===== config.mk =====
export PLATFORM = sky130hd
export DESIGN_NAME = spi_status_buffer_irq_regs
export DESIGN_NICKNAME = d
export VERILOG_FILES = /design/src/common/spi_regs_pkg.sv /design/src/rtl/spi_status_buffer_irq_regs.sv /design/src/rtl/event_irq_unit.sv
export VERILOG_INCLUDE_DIRS = /design/src /design/src/common
export SDC_FILE = /design/constraint.sdc
export NUM_CORES = 1
export LEC_CHECK = 0
export ABC_AREA = 1
export ABC_CLOCK_PERIOD_IN_PS = 2620
export BUFFER_PORTS_ARGS = -buffer_cell sky130_fd_sc_hd__buf_2
export CAP_MARGIN = 20
export CORE_MARGIN = 1
export CORE_UTILIZATION = 25
export DETAILED_ROUTE_END_ITERATION = 16
export PLACE_DENSITY_LB_ADDON = 0.1
export SETUP_SLACK_MARGIN = 0.2
export SLEW_MARGIN = 15
export SYNTH_ARGS = -nofsm -noshare
export SYNTH_HDL_FRONTEND = slang
export SYNTH_SLANG_ARGS = --single-unit
export TNS_END_PERCENT = 1

===== constraint.sdc =====
create_clock -name ref_clk -period 2.62 [get_ports ref_clk]
set_input_delay 0.262 -clock ref_clk [delete_from_list [all_inputs] [get_ports ref_clk]]
set_output_delay 0.262 -clock ref_clk [all_outputs]
set_load 0.05 [all_outputs]

===== src/common/spi_regs_consts.svh =====
`ifndef SPI_REGS_CONSTS_SVH
`define SPI_REGS_CONSTS_SVH
// Register indices, byte address is the index times four
`define IDX_STATUS 8'h08
`define IDX_RXBUF 8'h0c
`define IDX_TXBUF 8'h0e
`define IDX_IE 8'h2a
`define IDX_IFG 8'h2c
`define IDX_CTRL 8'h30
`define IDX_EVST 8'h31
`define IDX_EVMSK 8'h32
`define AXI_AW 10
// Serial status fields
`define ST_LISTEN 7
`define ST_CONFLICT 6
`define ST_OVERRUN 5
`define ST_BUSY 0
// Enable and flag fields, same layout
`define FL_TX 1
`define FL_RX 0
// Control fields
`define CT_SWRST 0
`define CT_CHAR7 1
`define CT_MASTER 2
`define CT_4WIRE 3
// Event status and mask fields
`define EV_RX 0
`define EV_TX 1
`define EV_OVR 2
`define EV_CONF 3
`define EV_W 4
// Character and bus answers
`define CHAR_MSB 7
`define RESP_OKAY 2'h0
`define RESP_SLVERR 2'h2
`endif


===== src/common/spi_regs_pkg.sv =====
`default_nettype none
`include "spi_regs_consts.svh"
package spi_regs_pkg;
  // Register selected by an address
  typedef enum logic [3:0] {
    SEL_NONE = 4'b0000,
    SEL_STATUS = 4'b0001,
    SEL_RXBUF = 4'b0010,
    SEL_TXBUF = 4'b0011,
    SEL_IE = 4'b0100,
    SEL_IFG = 4'b0101,
    SEL_CTRL = 4'b0110,
    SEL_EVST = 4'b0111,
    SEL_EVMSK = 4'b1000
  } sel_t;
  // Whole state of the register bank except the event status, mask and irq
  typedef struct packed {
    logic awready;
    logic wready;
    logic aw_got;
    logic w_got;
    logic [`AXI_AW-1:0] awaddr;
    logic [7:0] wbyte;
    logic wlane;
    logic bvalid;
    logic [1:0] bresp;
    logic arready;
    logic rvalid;
    logic [15:0] rdata;
    logic [1:0] rresp;
    logic listen;
    logic fe;
    logic oe;
    logic busy;
    logic [7:0] rx_data;
    logic [7:0] tx_data;
    logic tx_empty;
    logic rx_full;
    logic tx_ie;
    logic rx_ie;
    logic soft_rst;
    logic char7;
    logic master;
    logic four_wire;
    logic tx_irq;
    logic rx_irq;
    logic somi_s1;
    logic somi_s2;
    logic rx_serial;
  } regs_state_t;
  // State of the event interrupt unit
  typedef struct packed {
    logic [`EV_W-1:0] status;
    logic [`EV_W-1:0] mask;
    logic irq;
  } ev_state_t;
endpackage
`default_nettype wire


===== src/rtl/spi_status_buffer_irq_regs.sv =====
// The AXI4-Lite register port and the address map were chosen for this implementation.
`timescale 1ns/1ps
`default_nettype none
`include "spi_regs_consts.svh"
module spi_status_buffer_irq_regs
  import spi_regs_pkg::*;
(
  // Clock and reset
  input wire logic ref_clk,
  input wire logic rst,
  // AXI4-Lite write address and data
  input wire logic [`AXI_AW-1:0] awaddr,
  input wire logic awvalid,
  output logic awready,
  input wire logic [31:0] wdata,
  input wire logic [3:0] wstrb,
  input wire logic wvalid,
  output logic wready,
  // AXI4-Lite write response
  output logic [1:0] bresp,
  output logic bvalid,
  input wire logic bready,
  // AXI4-Lite read
  input wire logic [`AXI_AW-1:0] araddr,
  input wire logic arvalid,
  output logic arready,
  output logic [31:0] rdata,
  output logic [1:0] rresp,
  output logic rvalid,
  input wire logic rready,
  // Shift engine status
  input wire logic eng_tx_taken,
  input wire logic eng_rx_done,
  input wire logic [7:0] eng_rx_char,
  input wire logic eng_busy,
  input wire logic eng_conflict,
  input wire logic eng_tx_bit,
  // Shift engine control
  output logic eng_rst_hold,
  output logic eng_char7,
  output logic eng_master,
  output logic eng_four_wire,
  output logic [7:0] tx_char,
  output logic tx_pending,
  output logic rx_serial,
  // Receive data pin
  input wire logic somi_pin,
  // Interrupts
  output logic rx_irq,
  output logic tx_irq,
  output logic irq
);
  regs_state_t s;
  regs_state_t n;
  sel_t wsel;
  sel_t rsel;
  logic wr_fire;
  logic rd_rx;
  logic [`EV_W-1:0] ev_set;
  logic ev_clr_we;
  logic ev_msk_we;
  logic [`EV_W-1:0] ev_status;
  logic [`EV_W-1:0] ev_mask;
  logic [15:0] rd_word;

  localparam regs_state_t RESET_STATE = '{
    soft_rst: 1'b1,
    tx_empty: 1'b1,
    default: '0
  };

  // ----------------------------------------
  // Helpers
  // ----------------------------------------
  // Map a byte address to a register
  function automatic sel_t decode(input logic [`AXI_AW-1:0] a);
    decode = SEL_NONE;
    if (a[1:0] == 2'h0) begin
      case (a[`AXI_AW-1:2])
        `IDX_STATUS: decode = SEL_STATUS;
        `IDX_RXBUF: decode = SEL_RXBUF;
        `IDX_TXBUF: decode = SEL_TXBUF;
        `IDX_IE: decode = SEL_IE;
        `IDX_IFG: decode = SEL_IFG;
        `IDX_CTRL: decode = SEL_CTRL;
        `IDX_EVST: decode = SEL_EVST;
        `IDX_EVMSK: decode = SEL_EVMSK;
        default: decode = SEL_NONE;
      endcase
    end
  endfunction

  // Force the MSB low for 7-bit characters
  function automatic logic [7:0] justify(input logic [7:0] c,
                                         input logic seven);
    justify = c;
    if (seven) begin
      justify[`CHAR_MSB] = 1'b0;
    end
  endfunction

  // ----------------------------------------
  // Read data mux, reserved bits zero
  // ----------------------------------------
  always_comb begin
    rd_word = 16'h0000;
    case (rsel)
      SEL_STATUS: begin
        rd_word[`ST_LISTEN] = s.listen;
        rd_word[`ST_CONFLICT] = s.fe;
        rd_word[`ST_OVERRUN] = s.oe;
        rd_word[`ST_BUSY] = s.busy;
      end
      SEL_RXBUF: rd_word[7:0] = s.rx_data;
      SEL_TXBUF: rd_word[7:0] = s.tx_data;
      SEL_IE: begin
        rd_word[`FL_TX] = s.tx_ie;
        rd_word[`FL_RX] = s.rx_ie;
      end
      SEL_IFG: begin
        rd_word[`FL_TX] = s.tx_empty;
        rd_word[`FL_RX] = s.rx_full;
      end
      SEL_CTRL: begin
        rd_word[`CT_SWRST] = s.soft_rst;
        rd_word[`CT_CHAR7] = s.char7;
        rd_word[`CT_MASTER] = s.master;
        rd_word[`CT_4WIRE] = s.four_wire;
      end
      SEL_EVST: rd_word[`EV_W-1:0] = ev_status;
      SEL_EVMSK: rd_word[`EV_W-1:0] = ev_mask;
      default: rd_word = 16'h0000;
    endcase
  end

  // ----------------------------------------
  // Next state
  // ----------------------------------------
  always_comb begin
    n = s;
    wr_fire = 1'b0;
    rd_rx = 1'b0;
    ev_set = '0;
    ev_clr_we = 1'b0;
    ev_msk_we = 1'b0;
    wsel = decode(s.awaddr);
    rsel = decode(araddr);
    // Address and data captured in either order
    if (awvalid && s.awready) begin
      n.aw_got = 1'b1;
      n.awaddr = awaddr;
    end
    if (wvalid && s.wready) begin
      n.w_got = 1'b1;
      n.wbyte = wdata[7:0];
      n.wlane = wstrb[0];
    end
    // Write once both halves are held
    if (s.aw_got && s.w_got && !s.bvalid) begin
      wr_fire = 1'b1;
      n.aw_got = 1'b0;
      n.w_got = 1'b0;
      n.bvalid = 1'b1;
      n.bresp = (wsel == SEL_NONE) ? `RESP_SLVERR : `RESP_OKAY;
    end
    if (s.bvalid && bready) begin
      n.bvalid = 1'b0;
    end
    // Register effects of a write; only the low lane carries fields
    if (wr_fire && s.wlane) begin
      case (wsel)
        SEL_STATUS: begin
          if (s.soft_rst) begin
            n.listen = s.wbyte[`ST_LISTEN];
            n.fe = s.wbyte[`ST_CONFLICT];
            n.oe = s.wbyte[`ST_OVERRUN];
          end
        end
        SEL_TXBUF: begin
          n.tx_data = justify(s.wbyte, s.char7);
          n.tx_empty = 1'b0;
        end
        SEL_IE: begin
          n.tx_ie = s.wbyte[`FL_TX];
          n.rx_ie = s.wbyte[`FL_RX];
        end
        SEL_IFG: begin
          n.tx_empty = s.wbyte[`FL_TX];
          n.rx_full = s.wbyte[`FL_RX];
        end
        SEL_CTRL: begin
          n.soft_rst = s.wbyte[`CT_SWRST];
          if (s.soft_rst) begin
            n.char7 = s.wbyte[`CT_CHAR7];
            n.master = s.wbyte[`CT_MASTER];
            n.four_wire = s.wbyte[`CT_4WIRE];
          end
        end
        SEL_EVST: ev_clr_we = 1'b1;
        SEL_EVMSK: ev_msk_we = 1'b1;
        default: n.bresp = s.bresp == `RESP_OKAY ? n.bresp : n.bresp;
      endcase
    end
    // Read answer one cycle after the address
    if (arvalid && s.arready) begin
      n.rvalid = 1'b1;
      n.rdata = rd_word;
      n.rresp = (rsel == SEL_NONE) ? `RESP_SLVERR : `RESP_OKAY;
      rd_rx = (rsel == SEL_RXBUF);
    end else if (s.rvalid && rready) begin
      n.rvalid = 1'b0;
    end
    // Receive read clears errors and the receive flag
    if (rd_rx) begin
      n.oe = 1'b0;
      n.fe = 1'b0;
      n.rx_full = 1'b0;
    end
    // Serial logic held while soft reset is set
    if (s.soft_rst) begin
      n.rx_full = 1'b0;
      n.tx_empty = 1'b1;
    end
    n.busy = eng_busy && !s.soft_rst;
    // Hardware events, applied last so they win over clears
    if (!s.soft_rst) begin
      if (eng_tx_taken) begin
        n.tx_empty = 1'b1;
        ev_set[`EV_TX] = 1'b1;
      end
      if (eng_rx_done) begin
        if (s.rx_full && !rd_rx) begin
          n.oe = 1'b1;
          ev_set[`EV_OVR] = 1'b1;
        end
        n.rx_data = justify(eng_rx_char, s.char7);
        n.rx_full = 1'b1;
        ev_set[`EV_RX] = 1'b1;
      end
      if (eng_conflict && s.master && s.four_wire) begin
        n.fe = 1'b1;
        ev_set[`EV_CONF] = 1'b1;
      end
    end
    // Pin synchroniser and loopback select
    n.somi_s1 = somi_pin;
    n.somi_s2 = s.somi_s1;
    n.rx_serial = s.listen ? eng_tx_bit : s.somi_s2;
    // Per-direction requests
    n.rx_irq = n.rx_full && n.rx_ie;
    n.tx_irq = n.tx_empty && n.tx_ie;
    // Ready flags for the next cycle
    n.awready = !n.aw_got && !n.bvalid;
    n.wready = !n.w_got && !n.bvalid;
    n.arready = !n.rvalid;
  end

  // State register
  always_ff @(posedge ref_clk or posedge rst) begin
    if (rst) begin
      s <= RESET_STATE;
    end else begin
      s <= n;
    end
  end

  // ----------------------------------------
  // Event status, mask and interrupt line
  // ----------------------------------------
  event_irq_unit u_events (
    .ref_clk(ref_clk),
    .rst(rst),
    .ev_set(ev_set),
    .clr_we(ev_clr_we),
    .msk_we(ev_msk_we),
    .wr_bits(s.wbyte[`EV_W-1:0]),
    .status(ev_status),
    .mask(ev_mask),
    .irq(irq)
  );

  // Outputs straight from the state register
  assign awready = s.awready;
  assign wready = s.wready;
  assign bvalid = s.bvalid;
  assign bresp = s.bresp;
  assign arready = s.arready;
  assign rvalid = s.rvalid;
  assign rresp = s.rresp;
  assign rdata = {16'h0000, s.rdata};
  assign eng_rst_hold = s.soft_rst;
  assign eng_char7 = s.char7;
  assign eng_master = s.master;
  assign eng_four_wire = s.four_wire;
  assign tx_char = s.tx_data;
  assign tx_pending = !s.tx_empty;
  assign rx_serial = s.rx_serial;
  assign rx_irq = s.rx_irq;
  assign tx_irq = s.tx_irq;
endmodule
`default_nettype wire


===== src/rtl/event_irq_unit.sv =====
`timescale 1ns/1ps
`default_nettype none
`include "spi_regs_consts.svh"
module event_irq_unit
  import spi_regs_pkg::*;
(
  // Clock and reset
  input wire logic ref_clk,
  input wire logic rst,
  // Event pulses and software access
  input wire logic [`EV_W-1:0] ev_set,
  input wire logic clr_we,
  input wire logic msk_we,
  input wire logic [`EV_W-1:0] wr_bits,
  // State and interrupt
  output logic [`EV_W-1:0] status,
  output logic [`EV_W-1:0] mask,
  output logic irq
);
  ev_state_t s;
  ev_state_t n;

  // ----------------------------------------
  // Sticky status, mask and level interrupt
  // ----------------------------------------
  // Write one clears, an event in the same cycle wins
  always_comb begin
    n = s;
    if (clr_we) begin
      n.status = s.status & ~wr_bits;
    end
    n.status = n.status | ev_set;
    if (msk_we) begin
      n.mask = wr_bits;
    end
    n.irq = |(n.status & n.mask);
  end

  // State register
  always_ff @(posedge ref_clk or posedge rst) begin
    if (rst) begin
      s <= '0;
    end else begin
      s <= n;
    end
  end

  assign status = s.status;
  assign mask = s.mask;
  assign irq = s.irq;
endmodule
`default_nettype wire


==> run_results.csv <==
group,metric,value,unit
place,dp_hpwl,8.234,mm
sta,finalSetupViolations,0,
power_and_ir_drop,power_frac_clock,32.6,%
power_and_ir_drop,p_sw_share,36.19,%
floorplan,core_region_area,16060,um^2
layout,drive_above_1_share,21.97,%
route,drt-total-wl,10.86,mm
logic_synthesis,ys.flop_type,"dfrtp_1",
logic_synthesis,synthCells,534,
sta,timing.fmax,487.4,MHz
layout,final_common_cell,"nand2_1",
worst_setup_path,r2r_slack,0.57,ns
clock_tree,cts_tree,"done",
min_path,hp-class,"input port to register",
clock_tree,ctsLongestPathBuffers,2,
worst_setup_path,end_kind,"register",
sta,hold_violations,0,
power_and_ir_drop,powerDensity,771.3,nW/um^2
global_routing,grt_pass1_vias,3294,
logic_synthesis,syn_area,4158,um^2
route,drt_iter0_markers,151,
layout,mostFrequentLayoutCells,"nand2_1, buf_2, dfrtp_1, inv_1, o21ai_0",
logic_synthesis,ys_warn_count,0,
sta,drv_slew,0,
floorplan,io_pins,135,
place,pre_cts_ws,0.5673,ns
route,num_vias,3413,
logic_synthesis,yosys-top-cells-area,"dfrtp_1, nand2_1, buf_4",
clock_tree,cts_root_buf,"clkbuf_16",
worst_setup_path,start_kind,"register",
route,dr.pass1.iters,4,
global_routing,grt_overflow_total,0,
power_and_ir_drop,power.leakage,2.718,nW
sta,setup_ws,0.5682,ns
floorplan,rows,46,
power_and_ir_drop,power.total,0.003781,W
power_and_ir_drop,intPower,0.002413,W
floorplan,die_w,131.0,um
layout,antennaDiodeCount,0,
logic_synthesis,synth_seq_cells,78,
place,placed_cell_area,4602,um^2
layout,fillers,1765,
route,drcViolationCount,0,
logic_synthesis,yosys.area.top_type,"dfrtp_1",
clock_tree,cts_sinks,78,
global_routing,grt_first_pass_wirelength,17.09,mm
layout,final_area,4902,um^2
route,ant_nets,0,
sta,setup_tns,0,ns
sta,min_period,2.052,ns
layout,area_delta_synth_final,17.91,%
clock_tree,cts_buffers,9,
logic_synthesis,yosysTopAreaCellShare,45.74,%
floorplan,dieHeight,131.0,um
power_and_ir_drop,switching_power,0.001368,W
logic_synthesis,synth_cell_type_count,33,
run_status,status,"complete, no violations",
sta,period_share,78.31,%
global_routing,antenna_found_initial,0,
worst_setup_path,r2r_cells,12,
floorplan,start_util,25.89,%
layout,final_util,30.53,%
logic_synthesis,synth_edf_count,0,
min_path,min_path_cells,1,
worst_setup_path,path_class,"register to register",
sta,rsz0062_at_grt,"no",
layout,fin_nets,682,
global_routing,grt_use_total,13.54,%
worst_setup_path,required,2.85,ns
power_and_ir_drop,p_seq_share,41.7,%
job,drv_cap,0,
global_routing,grt_start_max_net_pins,56,
worst_setup_path,critPathArrivalTime,2.28,ns
clock_tree,clk_pin_slew_worst_paths,0.06,ns
logic_synthesis,synthArstFlopShare,100.0,%
clock_tree,h-tree-depth,3,
worst_setup_path,cp_max_fo,6,
power_and_ir_drop,ir_drop,0.6329,mV
logic_synthesis,avgSynthCellArea,7.786,um^2
floorplan,dieArea,17150,um^2
route,routedWlPerCell,13.14,um
sta,clock_skew,0.007075,ns
logic_synthesis,yosysSeqAreaShare,47.01,%
clock_tree,insertion_delay,0.34,ns
route,via_per_inst,4.132,
power_and_ir_drop,comb_power_share,25.7,%
place,gp_congestion,0.7968,
place,port_buffers,81,
clock_tree,cts_resized,0,
## final cells by class
| class | instances | area (um^2) | area share [%] |
|---|---|---|---|
| clock buffers | 9 | 225.2 | 4.594 |
| flip-flops and latches | 78 | 1954 | 39.87 |
| inverters | 66 | 249.0 | 5.079 |
| clock inverters | 7 | 65.06 | 1.327 |
| well taps | 216 | 270.3 | 5.513 |
| multi-input cells | 365 | 1688 | 34.43 |
| repair buffers | 85 | 450.4 | 9.188 |
## Yosys cell counts, types with 4 or more instances
| library cell | instances |
|---|---|
| a21oi_1 | 5 |
| dfrtp_1 | 76 |
| o21ai_1 | 9 |
| nand2_1 | 183 |
| inv_1 | 60 |
| nor3_2 | 4 |
| nor3_1 | 5 |
| nor2_1 | 31 |
| nor2_2 | 4 |
| nand3_1 | 30 |
| buf_4 | 44 |
| nand3_2 | 7 |
| o21ai_0 | 34 |
| clkbuf_1 | 4 |
| nand4_1 | 4 |
## worst paths after layout
check	start	endpoint
setup / recovery	bvalid$_DFF_PP0_	u_events.irq$_DFF_PP0_
hold / removal	somi_pin	n[1]$_DFF_PP0_
setup reg to reg	bvalid$_DFF_PP0_	u_events.irq$_DFF_PP0_
hold reg to reg	n[1]$_DFF_PP0_	s[1]$_DFF_PP0_
max in group asynchronous	rst	s[12]$_DFF_PP1_
min in group asynchronous	rst	s[61]$_DFFE_PP0P_
## per-layer routing
layer	vias to the layer above	part of all wire (%)	track usage, %
li1	1743	-	-
met1	1571	50	18.78
met2	88	44	20.51
met3	11	4.4	2.769
met4	0	1.4	5.477
met5	-	0	0
## cells by family after synthesis
| kind of cell | Yosys count | share of synthesized area, % |
|---|---|---|
| other | 1 | 0.09019 |
| buffers and inverters | 116 | 14.66 |
| DFF | 78 | 47.01 |
| AOI/OAI and AO/OA | 54 | 6.861 |
| muxes | 4 | 0.9931 |
| and+or+nand+nor | 281 | 30.39 |
## what timing repair did
item	4_1_cts	5_1_grt
hold endpoints to repair	23	0
hold buffers	1	0
buffers inserted	0	0
## state kept, by name, summed over array words and instances (netlist names), 4 cells and up
signal and cells:
rdata 8, u_events.mask 4, tx_char 8, s 38, u_events.status 4
## critical path: stages (launching register included)
cell and delay, ns:
dfrtp_1 0.37, inv_1 0.06, nand3_1 0.16, nor2_1 0.34
nand3_1 0.16, nor2_1 0.39, nand2_1 0.10, nand2_1 0.07
nand2_1 0.06, nand2_1 0.07, nand2_1 0.05, inv_1 0.06
nand2_1 0.05
## power by group through the flow
| stage | logic, W | clock network [W] | registers (W) |
|---|---|---|---|
| 5_1_grt | 0.00111 | 0.00133 | 0.00161 |
| 2_1_floorplan | 0.000655 | 0 | 0.00170 |
| 6_report | 0.000971 | 0.00123 | 0.00158 |
| 4_1_cts | 0.000991 | 0.00128 | 0.00158 |
| 3_5_place_dp | 0.000985 | 0 | 0.00160 |
| 3_3_place_gp | 0.000978 | 0 | 0.00160 |
## per-stage QoR
stage	instances	hold slack, ns
after floorplan	559	0.2934
after global placement	809	0.2857
after detailed placement	809	0.2901
after CTS	826	0.02362
after global routing	826	0.02764
final	826	0.03144
No activity file was read; power rests on OpenSTA's default activity.
